$ cat config.mk
export PLATFORM = sky130hd
export DESIGN_NAME = crsm_top
export DESIGN_NICKNAME = d
export VERILOG_FILES = /design/src/crsm_pkg.sv /design/src/crsm_edge.sv /design/src/crsm_top.sv
export SDC_FILE = /design/constraint.sdc
export NUM_CORES = 1
export LEC_CHECK = 0
export ABC_AREA = 1
export BUFFER_PORTS_ARGS = -buffer_cell sky130_fd_sc_hd__buf_2
export CAP_MARGIN = 20
export CORE_MARGIN = 4
export CORE_UTILIZATION = 50
export CTS_CLUSTER_SIZE = 24
export DETAILED_ROUTE_END_ITERATION = 16
export HOLD_SLACK_MARGIN = 0.08
export PLACE_DENSITY = 0.74
export SETUP_SLACK_MARGIN = 0.15
export SKIP_CTS_REPAIR_TIMING = 1
export SYNTH_ARGS = -nofsm -noshare
export SYNTH_HDL_FRONTEND = slang
export SYNTH_SLANG_ARGS = --single-unit
$ cat constraint.sdc
create_clock -name clk -period 2.4 [get_ports clk]
set_input_delay 0.6 -clock clk [delete_from_list [all_inputs] [get_ports clk]]
set_output_delay 0.6 -clock clk [all_outputs]
set_load 0.01 [all_outputs]
$ cat src/crsm_pkg.sv
// Constants, field layout and counting helpers for the counter group.
// Assumes a 100 MHz system clock and an APB register port.
package crsm_pkg;
  localparam int APB_AW = 8;
  localparam int APB_DW = 32;
  localparam logic [7:0] ADDR_CFG = 8'h00;
  localparam logic [7:0] ADDR_PRESET = 8'h04;
  localparam logic [7:0] ADDR_CAPTURE = 8'h08;
  localparam logic [7:0] ADDR_CMD = 8'h0C;
  localparam logic [7:0] ADDR_STATUS = 8'h10;
  localparam logic [15:0] CFG_RESET = 16'h0800;
  localparam int CFG_OUT_LSB = 0;
  localparam int CFG_UP_BIT = 3;
  localparam int CFG_BCD_BIT = 4;
  localparam int CFG_REPEAT_BIT = 5;
  localparam int CFG_RELOAD_BIT = 6;
  localparam int CFG_SPECIAL_BIT = 7;
  localparam int CFG_SRC_LSB = 8;
  localparam int CFG_POL_BIT = 12;
  localparam int CFG_GATE_LSB = 13;
  localparam logic [2:0] OUT_LOW = 3'h0;
  localparam logic [2:0] OUT_TC_HIGH = 3'h1;
  localparam logic [2:0] OUT_TOGGLE = 3'h2;
  localparam logic [2:0] OUT_HIZ = 3'h4;
  localparam logic [2:0] OUT_TC_LOW = 3'h5;
  localparam logic [2:0] GATE_NONE = 3'h0;
  localparam logic [2:0] GATE_SAMPLE = 3'h6;
  localparam logic [3:0] SRC_F1 = 4'h8;
  localparam logic [2:0] CMD_LOAD = 3'h1;
  localparam logic [2:0] CMD_ARM = 3'h2;
  localparam logic [2:0] CMD_LOAD_ARM = 3'h3;
  localparam logic [2:0] CMD_DISARM = 3'h4;
  localparam logic [2:0] CMD_SET_OUT = 3'h5;
  localparam logic [2:0] CMD_CLR_OUT = 3'h6;
  localparam logic [2:0] CMD_MRESET = 3'h7;
  localparam logic [15:0] TC_DOWN = 16'h0001;
  localparam logic [15:0] TC_BCD = 16'h9999;
  localparam logic [15:0] TC_BIN = 16'hFFFF;
  localparam int CLK_PERIOD_NS = 10;
  localparam int F1_PERIOD_NS = 1000;
  localparam int F1_DIV = F1_PERIOD_NS / CLK_PERIOD_NS;
  localparam logic [7:0] F1_LAST = 8'(F1_DIV - 1);

  typedef enum logic [2:0] {
    RS_IDLE = 3'b001,
    RS_WAIT = 3'b010,
    RS_COUNT = 3'b100
  } crsm_run_e;

  // One count in binary or BCD, up or down
  function automatic logic [15:0] crsm_step(input logic [15:0] v,
                                            input logic up,
                                            input logic bcd);
    logic [15:0] r;
    logic c;
    r = v;
    c = 1'b1;
    if (!bcd) begin
      r = up ? v + 16'h0001 : v - 16'h0001;
    end else begin
      for (int i = 0; i < 4; i++) begin
        if (c) begin
          if (up) begin
            c = (v[4*i+:4] == 4'h9);
            r[4*i+:4] = c ? 4'h0 : v[4*i+:4] + 4'h1;
          end else begin
            c = (v[4*i+:4] == 4'h0);
            r[4*i+:4] = c ? 4'h9 : v[4*i+:4] - 4'h1;
          end
        end
      end
    end
    return r;
  endfunction

  // Count value whose next count is terminal
  function automatic logic at_tc(input logic [15:0] v, input logic up,
                                 input logic bcd);
    return up ? (v == (bcd ? TC_BCD : TC_BIN)) : (v == TC_DOWN);
  endfunction
endpackage

$ cat src/crsm_edge.sv
// Edge detector for a synchronous input, polarity selectable.
// Assumes the input is already synchronous to clk.
`timescale 1ns/100ps
module crsm_edge (
  input logic clk,
  input logic rst_n,
  input logic sig,
  input logic fall_sel,
  output logic edge_pulse
);
  logic prev_r;
  logic valid_r;

  always_ff @(posedge clk) begin
    if (!rst_n) begin
      prev_r <= 1'b0;
      valid_r <= 1'b0;
    end else begin
      prev_r <= sig;
      valid_r <= 1'b1;
    end
  end

  // First cycle after reset has no history
  assign edge_pulse = valid_r & (fall_sel ? (prev_r & ~sig) : (~prev_r & sig));
endmodule

$ cat src/crsm_top.sv
// Counter group: gate-selected reload, hardware sample mode, output forms.
// Assumes APB master, synchronous gate and source inputs, one clock.
//
// Implementation choices: the placing of the registers and the APB slave port.
`timescale 1ns/100ps
module crsm_top (
  input logic clk,
  input logic rst_n,
  input logic psel,
  input logic penable,
  input logic pwrite,
  input logic [crsm_pkg::APB_AW-1:0] paddr,
  input logic [crsm_pkg::APB_DW-1:0] pwdata,
  output logic [crsm_pkg::APB_DW-1:0] prdata,
  output logic pready,
  output logic pslverr,
  input logic gate_in,
  input logic src_in,
  output logic out_level,
  output logic out_oe,
  output logic tc_active
);
  import crsm_pkg::*;

  logic [15:0] cfg_r;
  logic [15:0] preset_r;
  logic [15:0] capture_r;
  logic [15:0] cnt_r;
  logic [15:0] cnt_nxt;
  logic [15:0] capture_nxt;
  logic [15:0] reload_val;
  logic [15:0] stepped;
  logic [31:0] prdata_r;
  logic [31:0] rd_mux;
  logic [7:0] f1_cnt_r;
  logic tc_r;
  logic tc_nxt;
  logic toggle_r;
  logic toggle_nxt;
  logic out_r;
  logic out_nxt;
  logic tc_seen_r;
  crsm_run_e st_r;
  crsm_run_e st_nxt;

  wire [2:0] out_form = cfg_r[CFG_OUT_LSB+:3];
  wire [2:0] gating = cfg_r[CFG_GATE_LSB+:3];
  wire [3:0] src_sel = cfg_r[CFG_SRC_LSB+:4];
  wire cnt_up = cfg_r[CFG_UP_BIT];
  wire cnt_bcd = cfg_r[CFG_BCD_BIT];
  wire repeat_count_bit = cfg_r[CFG_REPEAT_BIT];
  wire reload_source_bit = cfg_r[CFG_RELOAD_BIT];
  wire source_polarity_bit = cfg_r[CFG_POL_BIT];

  // APB decode
  wire acc = psel & penable;
  wire addr_ok = (paddr == ADDR_CFG) | (paddr == ADDR_PRESET) |
                 (paddr == ADDR_CAPTURE) | (paddr == ADDR_CMD) |
                 (paddr == ADDR_STATUS);
  wire wr_ok = acc & pwrite & addr_ok;
  wire cfg_we = wr_ok & (paddr == ADDR_CFG);
  wire preset_we = wr_ok & (paddr == ADDR_PRESET);
  wire capture_we = wr_ok & (paddr == ADDR_CAPTURE);
  wire cmd_we = wr_ok & (paddr == ADDR_CMD);
  wire [2:0] cmd = pwdata[2:0];
  wire cmd_load = cmd_we & ((cmd == CMD_LOAD) | (cmd == CMD_LOAD_ARM));
  wire cmd_arm = cmd_we & ((cmd == CMD_ARM) | (cmd == CMD_LOAD_ARM));
  wire cmd_disarm = cmd_we & (cmd == CMD_DISARM);
  wire cmd_mreset = cmd_we & (cmd == CMD_MRESET);

  // Mode decode
  wire gate_sel_mode = (gating == GATE_NONE) & cfg_r[CFG_SPECIAL_BIT] &
                       reload_source_bit;
  wire hardware_sample_mode = (gating == GATE_SAMPLE);

  // Source and gate edges
  logic pin_edge;
  logic gate_edge;
  crsm_edge u_src_edge (
    .clk(clk),
    .rst_n(rst_n),
    .sig(src_in),
    .fall_sel(source_polarity_bit),
    .edge_pulse(pin_edge)
  );
  crsm_edge u_gate_edge (
    .clk(clk),
    .rst_n(rst_n),
    .sig(gate_in),
    .fall_sel(1'b0),
    .edge_pulse(gate_edge)
  );

  // Internal frequency divider
  wire f1_tick = (f1_cnt_r == F1_LAST);
  always_ff @(posedge clk) begin
    if (!rst_n) begin
      f1_cnt_r <= 8'h00;
    end else begin
      f1_cnt_r <= f1_tick ? 8'h00 : f1_cnt_r + 8'h01;
    end
  end

  wire src_edge = (src_sel == SRC_F1) ? f1_tick : pin_edge;
  // Counting also advances through terminal count when disarmed
  wire step = src_edge & ((st_r == RS_COUNT) | tc_r);
  wire hit = at_tc(cnt_r, cnt_up, cnt_bcd);
  wire tc_ev = step & hit;

  // Gate level picks the reload register only here
  assign reload_val = (gate_sel_mode & gate_in) ? capture_r
                                                : preset_r;
  assign stepped = crsm_step(cnt_r, cnt_up, cnt_bcd);

  // Run state
  always_comb begin
    st_nxt = st_r;
    if (cmd_mreset | cmd_disarm) begin
      st_nxt = RS_IDLE;
    end else if (cmd_arm) begin
      st_nxt = hardware_sample_mode ? RS_WAIT : RS_COUNT;
    end else if (hardware_sample_mode & (st_r == RS_WAIT) & gate_edge) begin
      st_nxt = RS_COUNT;
    end else if (tc_ev & (st_r == RS_COUNT)) begin
      if (hardware_sample_mode) begin
        st_nxt = RS_WAIT;
      end else if (!repeat_count_bit) begin
        // Gate-select once mode runs two terminal counts
        if (!gate_sel_mode | tc_seen_r) begin
          st_nxt = RS_IDLE;
        end
      end
    end
  end

  // Counter and terminal count
  always_comb begin
    cnt_nxt = cnt_r;
    tc_nxt = tc_r;
    if (cmd_mreset) begin
      tc_nxt = 1'b0;
    end else if (cmd_load) begin
      cnt_nxt = reload_val;
      tc_nxt = 1'b0;
    end else if (tc_ev) begin
      cnt_nxt = reload_val;
      tc_nxt = 1'b1;
    end else if (step) begin
      cnt_nxt = stepped;
      tc_nxt = 1'b0;
    end
  end

  // Gate capture wins over a host write
  assign capture_nxt = (hardware_sample_mode & (st_r == RS_COUNT) & gate_edge)
                       ? cnt_r : (capture_we ? pwdata[15:0] : capture_r);

  always_comb begin
    toggle_nxt = toggle_r;
    if (cmd_we & (cmd == CMD_SET_OUT)) begin
      toggle_nxt = 1'b1;
    end else if (cmd_we & (cmd == CMD_CLR_OUT)) begin
      toggle_nxt = 1'b0;
    end else if (tc_r & step & ~hit) begin
      toggle_nxt = ~toggle_r;
    end
  end

  always_comb begin
    case (out_form)
      OUT_TC_HIGH: out_nxt = tc_nxt;
      OUT_TC_LOW: out_nxt = ~tc_nxt;
      OUT_TOGGLE: out_nxt = toggle_nxt;
      default: out_nxt = 1'b0;
    endcase
  end

  always_ff @(posedge clk) begin
    if (!rst_n | cmd_mreset) begin
      cfg_r <= CFG_RESET;
    end else if (cfg_we) begin
      cfg_r <= pwdata[15:0];
    end
  end

  always_ff @(posedge clk) begin
    if (!rst_n) begin
      st_r <= RS_IDLE;
      cnt_r <= 16'h0000;
      tc_r <= 1'b0;
      toggle_r <= 1'b0;
      out_r <= 1'b0;
      tc_seen_r <= 1'b0;
    end else begin
      st_r <= st_nxt;
      cnt_r <= cnt_nxt;
      tc_r <= tc_nxt;
      toggle_r <= toggle_nxt;
      out_r <= out_nxt;
      tc_seen_r <= cmd_arm ? 1'b0 : (tc_seen_r | (tc_ev & gate_sel_mode));
    end
  end

  always_ff @(posedge clk) begin
    if (!rst_n) begin
      preset_r <= 16'h0000;
      capture_r <= 16'h0000;
    end else begin
      capture_r <= capture_nxt;
      if (preset_we) begin
        preset_r <= pwdata[15:0];
      end
    end
  end

  // Read data captured in the setup phase
  always_comb begin
    case (paddr)
      ADDR_CFG: rd_mux = {16'h0000, cfg_r};
      ADDR_PRESET: rd_mux = {16'h0000, preset_r};
      ADDR_CAPTURE: rd_mux = {16'h0000, capture_r};
      ADDR_STATUS: rd_mux = {12'h000, toggle_r, tc_r, st_r == RS_COUNT,
                             st_r != RS_IDLE, cnt_r};
      default: rd_mux = 32'h00000000;
    endcase
  end

  always_ff @(posedge clk) begin
    if (!rst_n) begin
      prdata_r <= 32'h00000000;
    end else if (psel & ~penable & ~pwrite) begin
      prdata_r <= rd_mux;
    end
  end

  assign prdata = prdata_r;
  assign pready = 1'b1;
  assign pslverr = acc & ~addr_ok;
  assign out_level = out_r;
  assign out_oe = (out_form != OUT_HIZ);
  assign tc_active = tc_r;

  chk_fsk_reload: assert property (@(posedge clk) disable iff (!rst_n)
    tc_ev & gate_sel_mode & gate_in & ~cmd_we |=> cnt_r == $past(capture_r))
    else $error("Gate-high reload did not use capture store");

  chk_gate_no_start: assert property (@(posedge clk) disable iff (!rst_n)
    gate_sel_mode & (st_r == RS_IDLE) & gate_edge & ~cmd_we |=> st_r == RS_IDLE)
    else $error("Gate edge started a gate-select counter");

  chk_fsk_repeat: assert property (@(posedge clk) disable iff (!rst_n)
    gate_sel_mode & repeat_count_bit & tc_ev & (st_r == RS_COUNT) & ~cmd_we
    |=> st_r == RS_COUNT)
    else $error("Repeating gate-select counter stopped at terminal count");

  chk_sample_trigger: assert property (@(posedge clk) disable iff (!rst_n)
    hardware_sample_mode & gate_edge & ~cmd_we
    |=> (st_r == RS_IDLE) == ($past(st_r) == RS_IDLE))
    else $error("Gate edge handled wrongly in sample mode");

  chk_sample_capture: assert property (@(posedge clk) disable iff (!rst_n)
    hardware_sample_mode & (st_r == RS_COUNT) & gate_edge & ~step & ~cmd_we
    |=> capture_r == $past(cnt_r) && cnt_r == $past(cnt_r))
    else $error("Gate edge did not sample count cleanly");

  chk_sample_stop: assert property (@(posedge clk) disable iff (!rst_n)
    hardware_sample_mode & tc_ev & (st_r == RS_COUNT) & ~cmd_we
    |=> st_r == RS_WAIT && cnt_r == $past(preset_r))
    else $error("Sample mode did not reload and stop at terminal count");

  chk_reset_cfg: assert property (@(posedge clk)
    !rst_n |=> cfg_r == CFG_RESET)
    else $error("Configuration not at reset value");

  chk_tc_pulse: assert property (@(posedge clk) disable iff (!rst_n)
    tc_r & step & ~hit & ~cmd_we |=> !tc_r)
    else $error("Terminal count outlasted one source period");

  chk_tc_reload: assert property (@(posedge clk) disable iff (!rst_n)
    tc_ev & ~cmd_we |=> tc_r && cnt_r == $past(reload_val))
    else $error("Terminal count without reload");

  chk_toggle_flip: assert property (@(posedge clk) disable iff (!rst_n)
    tc_r & step & ~hit & ~cmd_we |=> toggle_r != $past(toggle_r))
    else $error("Toggle output missed trailing edge of terminal count");

  chk_sample_start: assert property (@(posedge clk) disable iff (!rst_n)
    hardware_sample_mode & (st_r == RS_WAIT) & gate_edge & ~cmd_we
    |=> st_r == RS_COUNT)
    else $error("Armed sample counter ignored its trigger edge");

  chk_sample_count: assert property (@(posedge clk) disable iff (!rst_n)
    hardware_sample_mode & (st_r == RS_COUNT) & src_edge & ~hit & ~cmd_we
    |=> cnt_r != $past(cnt_r))
    else $error("Sample counter skipped a source edge");

  chk_sample_hold: assert property (@(posedge clk) disable iff (!rst_n)
    hardware_sample_mode & (st_r == RS_WAIT) & ~tc_r & ~cmd_we
    |=> cnt_r == $past(cnt_r))
    else $error("Stopped sample counter moved before its trigger");

  chk_fsk_preset: assert property (@(posedge clk) disable iff (!rst_n)
    tc_ev & gate_sel_mode & ~gate_in & ~cmd_we |=> cnt_r == $past(preset_r))
    else $error("Gate-low reload did not use preset store");

  chk_gate_no_pause: assert property (@(posedge clk) disable iff (!rst_n)
    gate_sel_mode & (st_r == RS_COUNT) & src_edge & ~hit & ~cmd_we
    |=> cnt_r != $past(cnt_r))
    else $error("Gate level suspended a gate-select counter");

  chk_once_disarm: assert property (@(posedge clk) disable iff (!rst_n)
    tc_ev & (st_r == RS_COUNT) & ~repeat_count_bit & ~gate_sel_mode &
    ~hardware_sample_mode & ~cmd_we |=> st_r == RS_IDLE)
    else $error("Single-cycle counter stayed armed after terminal count");

  chk_plain_reload: assert property (@(posedge clk) disable iff (!rst_n)
    tc_ev & ~reload_source_bit & ~cmd_we |=> cnt_r == $past(preset_r))
    else $error("Reload did not use preset store");

  chk_down_tc: assert property (@(posedge clk) disable iff (!rst_n)
    step & ~cnt_up & (cnt_r == TC_DOWN) & ~cmd_we |=> tc_r)
    else $error("Down count from one missed terminal count");

  chk_mreset_cfg: assert property (@(posedge clk) disable iff (!rst_n)
    cmd_mreset |=> cfg_r == CFG_RESET)
    else $error("Master reset did not restore configuration");

  chk_set_out: assert property (@(posedge clk) disable iff (!rst_n)
    cmd_we & (cmd == CMD_SET_OUT) |=> toggle_r)
    else $error("Set output command did not force toggle high");

  chk_out_low: assert property (@(posedge clk) disable iff (!rst_n)
    out_form == OUT_LOW |=> !out_level)
    else $error("Driven-low output form showed a high level");
endmodule

==> results.cfg <==
[outcome]
status = completed

[cts]
numClockSinks = 102
htreeDepth = 3
clk_latency_ps = 350
clockBufferDepth = 2
cts_tree = built
numCtsBuffers = 9
clock-root-buffer = clkbuf_16
clkTransAtPathRegs_ps = 70

[layout]
num-nets-final = 1134
fin_area_um2 = 7390
fin_cells = 1260
layout-drive-gt1-share_pct = 14.4
antenna_cells = 0
areaGrowthSynthToFinish_pct = 14.5

[route]
vias = 7005
drc_errors = 0
wirelength_mm = 20.1
avgViaCountPerCell = 5.56
wire_per_inst_um = 16.0
drt_iter0_drc = 679
firstDrtPassIters = 5
ant_nets = 0

[timing]
setup_tns_ps = 0
grt_setup_unrepaired = yes
skew_ps = 7.12
setup_viol = 0
worst_pin_slew_ps = 633
maxSlewHeadroom_pct = 57.8
fin_crit_sh_pct = 94.2
min_period_ps = 2260
fmax_mhz = 442
final_max_slew_viol_count = 0
timing.final.hold_violations = 0

[global_route]
grt_pass1_wl_mm = 31.2
grt_max_degree = 59
grt_pass1_vias = 6200
grt_overflow = 0
grt_usage_pct = 26.5
grt_antenna_before_repair = 0

[logic_synthesis]
ys_seq_elements = 102
async_flop_share_pct = 0
synth_compound_area_share_pct = 19.9
ys_top_cells_by_area = dfxtp_1 32%, nand2_1 17%, a21oi_1 8.0%
syn_inst = 1026
synth_top_family_by_area = simple AND/OR/NAND/NOR gates
ys_types = 50
synth_edf_count = 0
synth_adder_area_share_pct = 0.775
yosys.area.top_type_share_pct = 31.6
synth.area.mux_share_pct = 0.155
ys_seq_area_share_pct = 31.6
synthFlopType = dfxtp_1
yosys.area_share.xor_xnor_pct = 1.36
synthSimpleGateAreaFrac_pct = 34.7
synth_warnings = 0
synth_top_area_cell = dfxtp_1
yosysMostFrequentCell = nand2_1
synth_area_um2 = 6460
synth.avg_cell_area_um2 = 6.30
yosys-top-cells-count = 287 x nand2_1, 103 x a21oi_1, 102 x dfxtp_1

[power_and_ir_drop]
leakage_nw = 3.26
power_frac_clock_pct = 45.3
p_per_area_nw_per_um2 = 466
peakVddDrop_v = 0.000540
power_frac_comb_pct = 5.2
swShare_pct = 23.6
seqPwrFrac_pct = 49.5
p_int_w = 0.00263
p_switching_w = 0.000815

[floorplan]
dieArea_um2 = 14800
num_rows = 41
pin_count = 84
die_h_um = 122
initial_core_util_pct = 51.2
dieWidth_um = 122
design.core.area_um2 = 12600

[worst_setup_path]
worst_ep_arrival_time_ps = 1660
timing.setup.critical_path_class = input pin to primary output
required_ps = 1800
end_kind = primary output
cp_max_fo = 4
cp-start-kind = input pin

[placed_design]
dpl.hpwl_mm = 14.6
place_congestion = 0.951
dp.cells = 1241
io_buffer_count = 54
place_area_um2 = 7000

[job]
maxCapViolCount = 0

[min_path]
hp-class = flip-flop to flip-flop
## placed cells by master, fill, tap and decap left out, types with 2 or more instances in the layout
cell type | synthesis | layout
inv_1 | 91 | 88
clkbuf_8 | 0 | 2
ha_1 | 4 | 4
o221ai_1 | 2 | 2
buf_2 | 11 | 54
nor3_2 | 1 | 2
a21oi_1 | 103 | 103
conb_1 | 2 | 13
xor2_1 | 9 | 9
nand3_2 | 3 | 4
o21ai_0 | 84 | 84
clkinv_1 | 2 | 2
nand3_1 | 84 | 82
nor2_4 | 4 | 6
nand3_4 | 1 | 2
o21ai_1 | 6 | 6
buf_4 | 16 | 40
nor3_1 | 15 | 14
nand2_4 | 2 | 3
nand4_1 | 14 | 14
nand4_2 | 2 | 2
a22o_1 | 2 | 2
o22ai_1 | 10 | 10
inv_2 | 5 | 7
buf_12 | 0 | 4
nor2_2 | 3 | 5
o2111ai_1 | 7 | 7
clkinv_4 | 0 | 2
a31oi_1 | 2 | 2
nor2_1 | 83 | 79
nand2_1 | 287 | 287
clkbuf_16 | 0 | 9
nand3b_1 | 3 | 3
nand2_2 | 5 | 4
dfxtp_1 | 102 | 101
o211ai_1 | 11 | 11
## layout make-up
type	instances	area, um2
clock buffers	11	253
well taps	172	215
inverters	100	384
clock inverters	5	66.3
fillers	1209	5230
multi-input cells	772	3780
flip-flops and latches	102	2040
repair buffers	98	651
## path summary, 6_finish.rpt
path                     from          end  slack [ps]  depth (start not counted)
hold / removal    f1_cnt_r[0]  f1_cnt_r[0]         450                          1
hold reg to reg   f1_cnt_r[0]  f1_cnt_r[0]         450                          1
setup reg to reg    cnt_r[12]     cnt_r[0]         280                         10
setup / recovery     paddr[0]      pslverr         140                          9
## registers in the layout (all words and copies together) (netlist names)
register             flops
tc_seen_r                1
capture_r               16
tc_active                1
cfg_r                   16
f1_cnt_r                 8
u_src_edge.prev_r        1
st_r                     3
toggle_r                 1
out_level                1
preset_r                16
u_gate_edge.valid_r      1
prdata                  20
u_gate_edge.prev_r       1
cnt_r                   16
## through the flow
step           util [%]  total power, W  worst slack, ps  hold WS (ps)
2_1_floorplan         -         0.00185              354           418
3_3_place_gp       55.5         0.00191              104           433
3_5_place_dp       55.5         0.00191             57.4           453
4_1_cts            58.0         0.00344             82.0           458
5_1_grt            58.6         0.00353             46.6           479
6_report           58.6         0.00345              139           452
## power groups by stage
stage / registers (W) / logic [W] / clock network (W)
2_1_floorplan: 0.00175 / 0.000106 / 0
3_3_place_gp: 0.00175 / 0.000162 / 0
3_5_place_dp: 0.00175 / 0.000165 / 0
4_1_cts: 0.00171 / 0.000166 / 0.00156
5_1_grt: 0.00171 / 0.000196 / 0.00163
6_report: 0.00171 / 0.000179 / 0.00156
## worst max-delay path: stages
cell and delay, ps:
buf_2 120, nor2_4 110, nor3b_4 240, nand2_1 140
nand3_2 110, nor2_2 50, o21ai_4 90, nor2_1 60
buf_2 140
## logic make-up after synthesis
kind of cell	after synthesis
buffers and inverters	163
adders and majority gates	4
DFF	102
AOI/OAI and AO/OA	233
muxes	1
other	2
and+or+nand+nor	511
xor gates and xnor gates	10
## routing by layer
layer  GRT usage, %  up-vias  share of wire, %
met1           37.3     3111                44
met3           5.15       47               9.4
met4           7.49        0               2.8
met2           41.5      361                44
met5              0        -                 0
li1               -     3486                 -
No activity file was read; power rests on OpenSTA's default activity.
